===== src/pfm_pkg.sv =====
package pfm_pkg;
   // register byte offsets
   localparam logic [7:0] OFF_CTRL     = 8'h00;
   localparam logic [7:0] OFF_STATUS   = 8'h04;
   localparam logic [7:0] OFF_TIME     = 8'h08;
   localparam logic [7:0] OFF_SENSE    = 8'h0c;
   localparam logic [7:0] OFF_INT_STAT = 8'h10;
   localparam logic [7:0] OFF_INT_CLR  = 8'h14;
   localparam logic [7:0] OFF_INT_EN   = 8'h18;
   localparam logic [7:0] OFF_HIST     = 8'h1c;
   // control fields and reset values
   localparam int         CTRL_EXC_DIS = 0;
   localparam int         CTRL_ONLINE  = 1;
   localparam logic [1:0] CTRL_RST     = 2'h0;
   localparam logic [1:0] INT_RST      = 2'h0;
   localparam int         INT_PRED     = 0;
   localparam int         INT_DONE     = 1;
   // reporting codes
   localparam logic [7:0]  LOG_PAGE_TIME = 8'h3e;
   localparam logic [23:0] SENSE_PRED    = 24'h015d00;
   // timing: one tick is one millisecond
   localparam int CLK_PERIOD_NS  = 10;
   localparam int TICK_NS        = 1000000;
   localparam int TICK_CYC       = TICK_NS / CLK_PERIOD_NS;
   localparam int PERIOD_HOURS   = 2;
   localparam int PERIOD_MS      = PERIOD_HOURS * 3600 * 1000;
   localparam int MEAS_ONLINE_MS = 65;
   localparam int MEAS_FULL_MS   = 490;
   // attribute event carrier
   localparam int ATTR_W = 2;
   typedef struct packed {
      logic              valid;
      logic              err;
      logic [ATTR_W-1:0] attr;
   } pfm_op_s;
   typedef enum {ST_IDLE, ST_WAIT, ST_MEAS} pfm_state_e;
endpackage


===== src/pfm_monitor.sv =====
// Our own choices: the register addresses and register access over APB.
`timescale 1ns/10ps
`default_nettype none
module pfm_monitor #(
   parameter int NATTR  = 4,
   parameter int OPS_W  = 16,
   parameter int HIST_W = 8,
   parameter int TICK_CYCLES = pfm_pkg::TICK_CYC,
   parameter int PERIOD_TICKS = pfm_pkg::PERIOD_MS,
   parameter logic [NATTR-1:0][OPS_W-1:0]  INTERVAL_LEN = '{default: 16'd1000},
   parameter logic [NATTR-1:0][OPS_W-1:0]  ERR_THR      = '{default: 16'd10},
   parameter logic [NATTR-1:0][HIST_W-1:0] PRED_THR     = '{default: 8'd20}
) (
   input  wire logic             i_mclk,       // 100 MHz clock
   input  wire logic             i_sys_rst,    // sync reset, high
   input  wire logic             i_psel,       // apb select
   input  wire logic             i_penable,    // apb enable
   input  wire logic             i_pwrite,     // apb write
   input  wire logic [7:0]       i_paddr,      // apb byte address
   input  wire logic [31:0]      i_pwdata,     // apb write data
   output logic      [31:0]      o_prdata,     // apb read data
   output logic                  o_pready,     // apb ready
   output logic                  o_pslverr,    // apb error
   input  wire pfm_pkg::pfm_op_s i_op,         // completed operation
   input  wire logic             i_bus_idle,   // host bus idle
   input  wire logic             i_rtz,        // return-to-zero pulse
   input  wire logic             i_log_req,    // log sense request
   input  wire logic [7:0]       i_log_page,   // requested page
   output logic                  o_log_valid,  // log answer strobe
   output logic                  o_log_hit,    // page was known
   output logic      [31:0]      o_log_data,   // ms to next measure
   input  wire logic             i_nv_pred,    // stored failure code
   output logic                  o_nv_pred,    // failure code to store
   output logic      [23:0]      o_sense,      // pending sense code
   output logic                  o_meas,       // measurement running
   output logic                  o_offline,    // off-line part active
   output logic                  o_irq         // interrupt, high
);
   import pfm_pkg::*;

   localparam logic [31:0] TICK_LAST = 32'(TICK_CYCLES - 1);
   localparam logic [31:0] PERIOD_LD = 32'(PERIOD_TICKS);

   // decode for the error answer only; the read mux decodes in its own case
   function automatic logic addr_ok(input logic [7:0] a);
      addr_ok = (a == OFF_CTRL) || (a == OFF_STATUS) || (a == OFF_TIME) ||
                (a == OFF_SENSE) || (a == OFF_INT_STAT) || (a == OFF_INT_CLR) ||
                (a == OFF_INT_EN) || (a == OFF_HIST);
   endfunction

   logic       [1:0]  ctrl_q, ctrl_d;
   logic       [1:0]  ist_q, ist_d;
   logic       [1:0]  ien_q, ien_d;
   logic       [31:0] prdata_q, prdata_d;
   logic       [31:0] tick_q, tick_d;
   logic       [31:0] left_q, left_d;
   logic       [31:0] dur_q, dur_d;
   logic              full_q, full_d;
   pfm_state_e        st_q, st_d;
   logic              pred_q, pred_d;
   logic              boot_q;
   logic              log_v_q, log_h_q, log_v_d, log_h_d;
   logic       [31:0] log_q, log_d;
   logic       [23:0] sense_q, sense_d;
   logic              wr, setup, tick, en, meas_done, online_sel;
   logic [NATTR-1:0]  pf_hit;
   logic [NATTR*HIST_W-1:0] hist_all;

   assign en    = !ctrl_q[CTRL_EXC_DIS];
   assign wr    = i_psel && i_penable && i_pwrite;
   assign setup = i_psel && !i_penable;
   assign tick  = (tick_q == TICK_LAST);
   assign meas_done = (st_q == ST_MEAS) && tick && (dur_q == 32'h1);

   // apb slave: zero wait, read data captured in setup
   always_comb begin
      ctrl_d   = ctrl_q;
      ien_d    = ien_q;
      prdata_d = prdata_q;
      if (wr && i_paddr == OFF_CTRL) begin
         ctrl_d = i_pwdata[1:0];
      end
      if (wr && i_paddr == OFF_INT_EN) begin
         ien_d = i_pwdata[1:0];
      end
      if (setup) begin
         unique case (i_paddr)
            OFF_CTRL:     prdata_d = {30'h0, ctrl_q};
            OFF_STATUS:   prdata_d = {32'(pf_hit) << 8} | {29'h0, pred_q, st_q == ST_WAIT, st_q == ST_MEAS};
            OFF_TIME:     prdata_d = left_q;
            OFF_SENSE:    prdata_d = {8'h0, sense_q};
            OFF_INT_STAT: prdata_d = {30'h0, ist_q};
            OFF_INT_EN:   prdata_d = {30'h0, ien_q};
            OFF_HIST:     prdata_d = 32'(hist_all);
            default:      prdata_d = 32'h0;
         endcase
      end
   end

   assign o_prdata  = prdata_q;
   assign o_pready  = 1'b1;
   assign o_pslverr = i_psel && i_penable && !addr_ok(i_paddr);

   // sticky events, a set in the clear cycle wins
   always_comb begin
      ist_d = ist_q;
      if (wr && i_paddr == OFF_INT_CLR) begin
         ist_d = ist_q & ~i_pwdata[1:0];
      end
      ist_d[INT_PRED] = ist_d[INT_PRED] | (|pf_hit);
      ist_d[INT_DONE] = ist_d[INT_DONE] | meas_done;
   end

   assign o_irq = |(ist_q & ien_q);

   // millisecond divider runs free so timing stays steady
   always_comb begin
      tick_d = tick ? 32'h0 : tick_q + 32'h1;
   end

   // measurement scheduler
   always_comb begin
      st_d   = st_q;
      left_d = left_q;
      dur_d  = dur_q;
      full_d = full_q;
      if (tick && left_q != 32'h0) begin
         left_d = left_q - 32'h1;
      end
      unique case (st_q)
         ST_IDLE: begin
            // a save longer than the period leaves the timer at zero: go wait at once, never stall
            if (i_rtz) begin
               st_d   = ST_MEAS;
               left_d = PERIOD_LD;
               full_d = !ctrl_q[CTRL_ONLINE];
               dur_d  = ctrl_q[CTRL_ONLINE] ? 32'(MEAS_ONLINE_MS) : 32'(MEAS_FULL_MS);
            end else if (left_q == 32'h0 || (tick && left_q == 32'h1)) begin
               st_d = ST_WAIT;
            end
         end
         ST_WAIT: begin
            if (i_rtz || i_bus_idle) begin
               st_d   = ST_MEAS;
               left_d = PERIOD_LD;
               full_d = !ctrl_q[CTRL_ONLINE];
               dur_d  = ctrl_q[CTRL_ONLINE] ? 32'(MEAS_ONLINE_MS) : 32'(MEAS_FULL_MS);
            end
         end
         ST_MEAS: begin
            // no exit but the duration count: the save cannot be cut short
            if (tick) begin
               dur_d = dur_q - 32'h1;
               if (dur_q == 32'h1) begin
                  st_d = ST_IDLE;
               end
            end
         end
      endcase
      // disable parks the schedule, except a save already under way
      if (!en && st_q != ST_MEAS) begin
         st_d   = ST_IDLE;
         left_d = PERIOD_LD;
      end
   end

   assign o_meas    = (st_q == ST_MEAS);
   assign o_offline = (st_q == ST_MEAS) && full_q;

   // per-attribute rate counters and failure history
   for (genvar g = 0; g < NATTR; g++) begin : g_attr
      logic [OPS_W-1:0]  ops_q, ops_d, err_q, err_d, ops_n, err_n;
      logic [HIST_W-1:0] hist_q, hist_d;
      logic              hit, bad, done;
      always_comb begin
         hit    = en && i_op.valid && (i_op.attr == ATTR_W'(g));
         ops_n  = ops_q + OPS_W'(1);
         err_n  = err_q + OPS_W'(i_op.err);
         done   = hit && (ops_n == INTERVAL_LEN[g]);
         bad    = err_n > ERR_THR[g];
         ops_d  = ops_q;
         err_d  = err_q;
         hist_d = hist_q;
         if (done) begin
            ops_d = '0;
            err_d = '0;
            if (bad) begin
               hist_d = (hist_q == PRED_THR[g]) ? hist_q : hist_q + HIST_W'(1);
            end else if (hist_q != '0) begin
               hist_d = hist_q - HIST_W'(1);
            end
         end else if (hit) begin
            ops_d = ops_n;
            err_d = err_n;
         end
      end
      always_ff @(posedge i_mclk) begin
         if (i_sys_rst) begin
            ops_q  <= '0;
            err_q  <= '0;
            hist_q <= '0;
         end else begin
            ops_q  <= ops_d;
            err_q  <= err_d;
            hist_q <= hist_d;
         end
      end
      assign pf_hit[g] = done && bad && (hist_d == PRED_THR[g]) && (hist_q != PRED_THR[g]);
      assign hist_all[g*HIST_W +: HIST_W] = hist_q;
   end

   // failure code: only a system reset clears it, stored copy reloads it
   always_comb begin
      pred_d = pred_q | (|pf_hit);
      if (!boot_q && i_nv_pred) begin
         pred_d = 1'b1;
      end
   end

   assign o_nv_pred = pred_q;
   assign o_sense   = sense_q;
   assign o_log_valid = log_v_q;
   assign o_log_hit   = log_h_q;
   assign o_log_data  = log_q;

   // log sense answer and sense code, one cycle behind their causes
   always_comb begin
      log_v_d = i_log_req;
      log_h_d = i_log_req && (i_log_page == LOG_PAGE_TIME);
      log_d   = log_h_d ? left_q : 32'h0;
      sense_d = pred_q ? SENSE_PRED : 24'h0;
   end

   // all state registers but the per-attribute counters and history
   always_ff @(posedge i_mclk) begin
      if (i_sys_rst) begin
         ctrl_q   <= CTRL_RST;
         ist_q    <= INT_RST;
         ien_q    <= INT_RST;
         prdata_q <= 32'h0;
         tick_q   <= 32'h0;
         left_q   <= PERIOD_LD;
         dur_q    <= 32'h0;
         full_q   <= 1'b0;
         st_q     <= ST_IDLE;
         pred_q   <= 1'b0;
         boot_q   <= 1'b0;
         log_v_q  <= 1'b0;
         log_h_q  <= 1'b0;
         log_q    <= 32'h0;
         sense_q  <= 24'h0;
      end else begin
         ctrl_q   <= ctrl_d;
         ist_q    <= ist_d;
         ien_q    <= ien_d;
         prdata_q <= prdata_d;
         tick_q   <= tick_d;
         left_q   <= left_d;
         dur_q    <= dur_d;
         full_q   <= full_d;
         st_q     <= st_d;
         pred_q   <= pred_d;
         boot_q   <= 1'b1;
         log_v_q  <= log_v_d;
         log_h_q  <= log_h_d;
         log_q    <= log_d;
         sense_q  <= sense_d;
      end
   end

   // mode bit as a plain signal for the length check
   assign online_sel = ctrl_q[CTRL_ONLINE];
endmodule
`default_nettype wire


===== config.mk =====
export PLATFORM = sky130hd
export DESIGN_NAME = pfm_monitor
export DESIGN_NICKNAME = d
export VERILOG_FILES = /design/src/pfm_pkg.sv /design/src/pfm_monitor.sv
export SDC_FILE = /design/constraint.sdc
export NUM_CORES = 1
export LEC_CHECK = 0
export ABC_AREA = 1
export BUFFER_PORTS_ARGS = -buffer_cell sky130_fd_sc_hd__buf_2
export CAP_MARGIN = 5
export CORE_MARGIN = 3
export CORE_UTILIZATION = 68
export CTS_BUF_LIST = sky130_fd_sc_hd__clkbuf_2 sky130_fd_sc_hd__clkbuf_4 sky130_fd_sc_hd__clkbuf_8
export CTS_CLUSTER_DIAMETER = 150
export DETAILED_ROUTE_END_ITERATION = 6
export PLACE_DENSITY_LB_ADDON = 0.25
export SYNTH_ARGS = -nofsm -noshare
export SYNTH_HDL_FRONTEND = slang
export SYNTH_SLANG_ARGS = --single-unit

===== constraint.sdc =====
create_clock -name i_mclk -period 7.05 [get_ports i_mclk]
set_input_delay 0.3525 -clock i_mclk [delete_from_list [all_inputs] [get_ports i_mclk]]
set_output_delay 0.3525 -clock i_mclk [all_outputs]
set_load 0.01 [all_outputs]

Yosys cells after proc, flatten, opt, wreduce, memory -nomap -nowiden --
Index checks and enable logic that the tools add are counted. Widths: inputs -> output; s select.
Cells by class: $lt $le $gt $ge 4, equality and inequality tests 40, multiplexer cells 39, bitwise operators 8, reductions and logical operators 72, add/subtract/negate cells 19
Operators by type and width (count):
- $mux 32 | 11
- $pmux 32 s7 | 1
- $pmux 32 s3 | 2
- $mux 8 | 16
- $eq 32x1->1 const B | 3
- $eq 8x5->1 const B | 12
- $add 16x1->16 | 4
- $add 16x1->16 const B | 4
- $eq 16x10->1 const B | 4
- $eq 32x2->1 const B | 2
- $gt 16x4->1 const B | 4
- $logic_not 32->1 | 2
- $pmux 32 s2 | 1
- $sub 32x1->32 const B | 2
- $logic_and 1x1->1 | 36
- $add 32x1->32 const B | 1
- $add 8x1->8 const B | 4
- $eq 32x17->1 const B | 1
- $eq 32x3->1 const B | 1
- $ne 32x3->1 const B | 1
- $ne 8x5->1 const B | 4
- $reduce_bool 32->1 | 1
- $reduce_bool 8->1 | 4
- $sub 8x1->8 const B | 4
- other kinds (26) | 57
Word-level totals: logic and storage cells 209, flip-flop bits (word level) 387, input bits 61, output and inout port bits 96

Longest topological paths before layout --
Gate-level depths: netlist (run 1).
depth after elaboration 11, mapped depth 20, depth with buffers taken out 20

Worst setup path after synthesis (run 1) --
OpenSTA, ideal clock, no wires.
path kind input-to-reg, start point input i_op[2] (netlist name), end point register prdata_q[10], in the netlist o_prdata[10], data required time 6.983 ns, cell stages on the path 20, arrival time 2.307 ns, path slack 4.676 ns, path buffers 0, path through ha_1 ha_1 nand3_2 nor2_4 nand2_2 nand2_2 nand2_2 nor2_2 nand2_2 nor2_4 nand2_4 nand2_1 nand3_1 nand2_2 nand2_1 nor2_1 nand3_1 nand2_1 nand2_1 a21oi_2
On the way: longest elaborated chain between the ends 9, elaborated cells on any way between the ends 10
Ends and longest elaborated chain:
- start, declared | line pfm_monitor.sv:24 | input wire pfm_pkg::pfm_op_s i_op,
- $add 16x1->16 * | line pfm_monitor.sv:178 | err_n = err_q + OPS_W'(i_op.err);
- $gt 16x4->1 * | line pfm_monitor.sv:180 | bad = err_n > ERR_THR[g];
- $mux 8 | line pfm_monitor.sv:187 | if (bad) begin
- $mux 8 | line pfm_monitor.sv:184 | if (done) begin
- $eq 8x5->1 | line pfm_monitor.sv:208 | assign pf_hit[g] = done && bad && (hist_d == PRED_THR[g]) && (hist_q != PRED_THR[g]);
- $logic_and 1x1->1 * (2 in a row) | line pfm_monitor.sv:208
- $or 12x3->12 * | line pfm_monitor.sv:89 | OFF_STATUS: prdata_d = {32'(pf_hit) << 8} | {29'h0, pred_q, st_q == ST_WAIT, st_q == ST_MEAS};
- $pmux 32 s7 * | line pfm_monitor.sv:87 | unique case (i_paddr)
- end signal, assigned | line pfm_monitor.sv:256 | prdata_q <= prdata_d;
- end, declared | line pfm_monitor.sv:54 | logic [31:0] prdata_q, prdata_d;
Mark *: on every way between the ends. The rest lies on a longest branch, timed or not. A chain may end at the register's enable or synchronous reset.

Final worst setup path (run 1) --
start point register ctrl_q[0], end point register g_attr[2].ops_q[10]
On the way: longest elaborated chain between the ends 5
Ends and longest elaborated chain:
- start, declared | line pfm_monitor.sv:51 | logic [1:0] ctrl_q, ctrl_d;
- start signal, assigned | line pfm_monitor.sv:253 | ctrl_q <= ctrl_d;
- $logic_not 1->1 * | line pfm_monitor.sv:69 | assign en = !ctrl_q[CTRL_EXC_DIS];
- $logic_and 1x1->1 * (2 in a row) | line pfm_monitor.sv:176 | hit = en && i_op.valid && (i_op.attr == ATTR_W'(g));
- $logic_and 1x1->1 | line pfm_monitor.sv:179 | done = hit && (ops_n == INTERVAL_LEN[g]);
- $reduce_or 2->1 (no line)
- end signal, assigned | line pfm_monitor.sv:203 | ops_q <= ops_d;
- end, declared | line pfm_monitor.sv:172 | logic [OPS_W-1:0] ops_q, ops_d, err_q, err_d, ops_n, err_n;
Marks and branches as above.

==> out/metrics.yaml, run 1 <==
run_status:
  outcome: "finished, final reports clean"
die:
  die_y_um: 177.3
  io-pin-count: 157
  die_x_um: 177.3
  coreArea_mm2: 0.02878
  placementRows: 62
  dieArea_mm2: 0.03145
  start_util: 0.6936
hold_path:
  worstHoldStart: "i_pwdata[1]"
  hp-class: "in -> reg"
  worstHoldEndpoint: "ctrl_q[1]"
  hold_path_depth: 3
pwr:
  p_sw_frac: 0.2972
  peakVddDrop_v: 0.0002091
  pwr-share-clk: 0.404
  total_power_w: 0.004697
  p_sw_w: 0.001396
  p_per_area_mw_per_mm2: 214.7
  p_leak_nw: 9.354
  internal-power_w: 0.003301
  p_seq_frac: 0.433
  comb_power_share: 0.163
global_routing:
  track_usage: 0.3282
  grt_pass1_vias: 19243
  overflow: 0
  grt_max_degree: 53
  grt_first_pass_wirelength_mm: 87.78
  antenna_found_initial: 0
sta:
  finalCritPeriodShare: 0.5510
  timing.fmax_mhz: 257.5
  finalWorstSetupSlack_ps: 3166
  layout_min_cycle_time_ps: 3884
  finalSetupViolations: 0
  fin_skew_ps: 38.89
  worstMarginPinSlew_ps: 1192
  finalSetupTns_ps: 0
  hold_violations: 0
  whs_ps: 32.67
  slew_headroom: 0.2033
  rsz0062_at_grt: "false"
  finalMaxSlewViolations: 0
drt:
  ant_nets: 0
  drt-initial-drc-count: 1954
  dr.pass1.iters: 7
  viasPerCell: 5.748
  routed_wl_mm: 53.08
  post-route-drc-count: 0
  detail_route.wl_per_cell_um: 14.73
  vias: 20711
clock_network:
  postCtsSetupBuffers: 0
  cts_tree: "done"
  cts_max_path_buffers: 3
  cts_root_buf: "clkbuf_8"
  cts_buffers: 55
  clk_latency_ps: 620
  clkSinkCount: 334
  ctsHoldBuffers: 3
  post_cts_resized: 0
  clk_pin_slew_ps: 60
  htreeDepth: 2
synth:
  ys_warn_count: 0
  yosysTopAreaCell: "dfxtp_1"
  ys_seq_area_frac: 0.3350
  async_flop_share: 0
  synth-seq-cells: 334
  synth_edf_count: 0
  yosys-top-cells-count: "nand2_1, nor2_1, inv_1"
  synth.area.top_cells: "dfxtp_1, nand2_1, nor2_1, inv_1, nand3_1"
  synth_top_area_share: 0.3350
  synthCells: 3085
  synth_most_common_cell: "nand2_1"
  synth_ff_type: "dfxtp_1"
  syn_area_mm2: 0.01996
  avgSynthCellArea_um2: 6.471
  ys_types: 61
worst_setup_path:
  reg2reg_from: "ctrl_q[0]"
  max_stage_delay_ps: 870
  cp-end-kind: "register"
  timing.rr.end: "g_attr[2].ops_q[10]"
  crit_chain: "inv_1, nand2_1, inv_1, nand3_1, buf_4, inv_1, nand3b_1, nor2_1, nand3_1, nor2_4, inv_2, nand2_1, a211oi_1"
  path_class: "reg -> reg"
  crit_path_max_fanout: 38
  crit_top_cell: "inv_1"
  cp.required_ps: 7450
  regToRegSetupSlack_ps: 3170
  critPathArrivalTime_ps: 4290
  slowest_stage: "nand2_1"
  start_kind: "register"
  r2r_cells: 13
placed_design:
  hpwl_mm: 38.36
  globalplace.congestion: 0.9544
  port_buffers: 107
  dp_slack_ps: 3266
  post_dp_cell_area_mm2: 0.02059
layout:
  area_delta_synth_final_pct: 9.603
  n_antenna_cell: 0
  final_nets: 3266
  final_area_mm2: 0.02188
  final_layout_size_suffix_gt1_frac: 0.1034
run:
  cap_violations: 0
per-stage QoR:
step	util	cells
2_1_floorplan	-	3102
5_1_grt	0.7602	3603
3_3_place_gp	0.7155	3498
6_report	0.7602	3603
4_1_cts	0.7602	3603
3_5_place_dp	0.7155	3498
worst max path at each step:
stage                   start                  end  slack (ps)  cells past startpoint
CTS                 ctrl_q[0]  g_attr[2].ops_q[10]        3230                     13
floorplan             i_op[2]         o_prdata[10]        4680                     20
global placement      i_op[3]  g_attr[2].ops_q[13]        3390                     13
global route        ctrl_q[0]  g_attr[2].ops_q[10]        2870                     13
finish              ctrl_q[0]  g_attr[2].ops_q[10]        3170                     13
detailed placement    i_op[3]  g_attr[2].ops_q[10]        3270                     13
metal layers:
metal / wire length, µm / GRT usage
met5: 0 / 0
met4: 2012 / 0.1466
met3: 4174 / 0.05392
met2: 24870 / 0.5518
met1: 22020 / 0.4152
cell type report:
cell class | count | area [µm²]
clock buffer | 90 | 1114
fill | 2310 | 6902
sequential | 334 | 6686
tap | 384 | 480.5
clock inverter | 12 | 142.6
timing repair buffer | 118 | 625.6
inverter | 369 | 1385
multi-input combinational | 2296 | 11440
placed cells by master, fill, tap and decap left out, types with 4 or more instances in the layout:
master,n
clkbuf_4,20
dfxtp_1,334
o21ai_1,14
inv_2,11
nand2_4,6
a31oi_1,11
o21ai_0,72
o221ai_1,6
a211oi_1,96
nor3_1,49
clkinv_1,5
nor3b_1,4
nand2_1,738
nand3_2,9
a311oi_1,6
nand3_1,244
or2_2,8
nand4_1,76
inv_1,353
nand3b_1,17
conb_1,19
nor2_2,29
nor4_1,18
o22ai_1,27
o21a_1,8
nor2_1,501
buf_2,107
xor2_1,69
clkinv_2,6
clkbuf_8,70
nor3_2,4
o21bai_1,6
xnor2_1,11
a21oi_1,151
buf_4,8
ha_1,31
nor2_4,22
nand2_2,16
state kept, by name (all words and copies together) (netlist names), 32 cells and up:
signal	cells
dur_q	32
g_attr.err_q	64
g_attr.hist_q	32
g_attr.ops_q	64
left_q	32
o_log_data	32
o_prdata	32
tick_q	32
critical path, delay by kind of cell, from the launching register on:
kind / cells / cell delay (ps)
AND/OR/NAND/NOR: 7 / 1870
buffers and inverters: 5 / 1320
flip-flops: 1 / 330
AO/OA/AOI/OAI: 1 / 120
cell families after synthesis:
group / share of synthesized area
mux: 0.0005015
xor+xnor: 0.03592
compound gates: 0.1260
flops: 0.3350
simple gates: 0.3877
fa+ha+maj: 0.01943
other cells: 0.0003762
buf+inv: 0.09515
power groups by stage:
stage                     logic [W]  clock network, W  registers (W)
after global placement     0.000719                 0        0.00207
after detailed placement   0.000747                 0        0.00207
after global routing       0.000858           0.00201        0.00204
after floorplan            0.000598                 0        0.00205
after CTS                  0.000755           0.00191        0.00203
final                      0.000765           0.00190        0.00204
Power figures use the tool's default switching activity.
==> inputs of run 2 (changes only) <==
- CORE_UTILIZATION: 68 -> 63
- clock period: 7.05 -> 3.99 ns (I/O delays scaled with it)
==> out/metrics.yaml, run 2 (same netlist as run 1, synthesis figures left out) <==
layout:
  largestRegisters: "g_attr.err_q (64), g_attr.ops_q (64)"
  area_delta_synth_final_pct: 10.54
  n_antenna_cell: 0  # unchanged
  fin_util: 0.7139  # -0.04634
  final_area_mm2: 0.02206  # +0.85%
  fill_cells: 2576  # +12%
  final_layout_size_suffix_gt1_frac: 0.1061  # +0.002645
  layout_commonest_cell: "nand2_1"
  most-common-layout-cells: "nand2_1, nor2_1, inv_1"
  final_nets: 3280  # +0.43%
worst_setup_path:
  critPathArrivalTime_ps: 3580  # -710 ps
  crit_chain: "ha_1, nand2_2, nor2_1, nand2_1, xor2_1, nand3_1, nor2_1, nand2_1, nor2_4, inv_2, nand2_1, nand2_1, nand2_1, nor2_1, nand2_1, nand2_1, nor2_1, a21oi_1"
  crit_path_max_fanout: 8  # -79%
  cp.required_ps: 4450  # -3000 ps
  path_class: "reg -> reg"
  path_buf_inv: 1  # -4
  crit_top_cell: "nand2_1"
  max_stage_delay_ps: 400  # -470 ps
  slowest_stage: "dfxtp_1"
  start_kind: "register"
  cp-end-kind: "register"
  path_delay_family: "simple AND/OR/NAND/NOR gates"
clock_network:
  clk_pin_slew_ps: 70  # about the same
  clkSinkCount: 334  # unchanged
  clk_latency_ps: 630  # about the same
  cts_buffers: 55  # unchanged
  postCtsSetupBuffers: 0  # unchanged
  cts_max_path_buffers: 3  # unchanged
  cts_tree: "done"
  htreeDepth: 2  # unchanged
  cts_root_buf: "clkbuf_8"
global_routing:
  grt_max_degree: 44  # -17%
  track_usage: 0.3012  # -0.02696
  grt_first_pass_wirelength_mm: 86.77  # -1.2%
  overflow: 0  # unchanged
  antenna_found_initial: 0  # unchanged
  grt_pass1_vias: 18822  # -2.2%
run_status:
  outcome: "finished, final reports clean"
sta:
  timing.fmax_mhz: 320.6  # +25%
  fin_skew_ps: 17.44  # -21.45 ps
  hold_violations: 0  # unchanged
  finalSetupTns_ps: 0  # unchanged
  worstMarginPinSlew_ps: 1229  # +37.23 ps
  whs_ps: 30.03  # -2.642 ps
  finalMaxSlewViolations: 0  # unchanged
  rsz0062_at_grt: "false"
  finalCritPeriodShare: 0.7818  # +0.2308
  finalSetupViolations: 0  # unchanged
  slew_headroom: 0.1795  # -0.02380
  layout_min_cycle_time_ps: 3119  # -764.9 ps
pwr:
  total_power_w: 0.008432  # +80%
  p_per_area_mw_per_mm2: 382.1  # +78%
  p_leak_nw: 9.450  # +1.0%
  peakVddDrop_v: 0.0003587  # +72%
drt:
  routed_wl_mm: 52.19  # -1.7%
  detail_route.wl_per_cell_um: 14.38  # -2.4%
  dr.pass1.iters: 5  # -2
  ant_nets: 0  # unchanged
  post-route-drc-count: 0  # unchanged
  viasPerCell: 5.643  # -1.8%
  vias: 20480  # -1.1%
  drt-initial-drc-count: 1680  # -14%
placed_design:
  hpwl_mm: 37.82  # -1.4%
  globalplace.congestion: 0.9632  # +0.92%
  post_dp_cell_area_mm2: 0.02068  # +0.44%
  port_buffers: 107  # unchanged
die:
  io-pin-count: 157  # unchanged
  die_x_um: 184.0  # +3.8%
  coreArea_mm2: 0.03091  # +7.4%
  start_util: 0.6458  # -0.04779
  placementRows: 64  # +3.2%
  dieArea_mm2: 0.03386  # +7.7%
  die_y_um: 184.0  # +3.8%
hold_path:
  hp-class: "in -> reg"
run:
  cap_violations: 0  # unchanged
-- run 2: cell count changes in the layout (fill, tap and decap cells not counted), sizes merged, moves of 2 or more --
cell         delta
clkinv          +2
buf            +10
dlygate4sd3     +4
clkinvlp        -2
clkbuf          -2
-- run 2: area by class of cell --
cell class	count	area, µm²	area share
multi-input cells	2296	11440	0.5187
flip-flops and latches	334	6686	0.3030
inverters	369	1385	0.06277
clock buffers	88	1136	0.05149
repair buffers	132	740.7	0.03357
well taps	396	495.5	0.02246
clock inverters	14	176.4	0.007995
-- run 2: per-stage QoR --
step | std cells | setup WS (ps)
final | 3629 | 870.7
after global routing | 3629 | 575.8
after CTS | 3629 | 946.0
after detailed placement | 3520 | 908.4
after global placement | 3520 | 968.5
after floorplan | 3102 | 1652
-- run 2: tightest hold or removal path: cells and delay by family --
kind	cells	cell delay [ps]
AND/OR/NAND/NOR	4	300
buffers and inverters	2	110
-- run 2: report_power, final --
group          switching (W)  leakage (nW)  total (W)  internal (W)
registers           0.000129          2.71    0.00359       0.00346
logic               0.000927          6.05    0.00135      0.000419
clock network        0.00143         0.694    0.00349       0.00206
-- run 2: final timing paths --
| check | end | startpoint | cells past startpoint | slack [ps] |
|---|---|---|---|---|
| hold reg to reg | tick_q[0] | tick_q[0] | 1 | 440 |
| setup / recovery | ist_q[0] | g_attr[0].ops_q[0] | 18 | 870 |
| hold / removal | left_q[29] | i_bus_idle | 6 | 30 |
| setup reg to reg | ist_q[0] | g_attr[0].ops_q[0] | 18 | 870 |
-- run 2: what timing repair did --
action                                 CTS  global route
hold buffers                             7             0
gates resized for setup                  0             0
endpoints found under the hold margin    9             0
-- run 2: layer usage --
metal	share of wire	wire [µm]	GRT usage	vias up
met1	0.42	21770	0.3802	9321
met4	0.037	1930	0.1237	0
met5	0	0	0	-
li1	-	-	-	10264
met3	0.077	4028	0.05026	149
met2	0.47	24460	0.5130	746
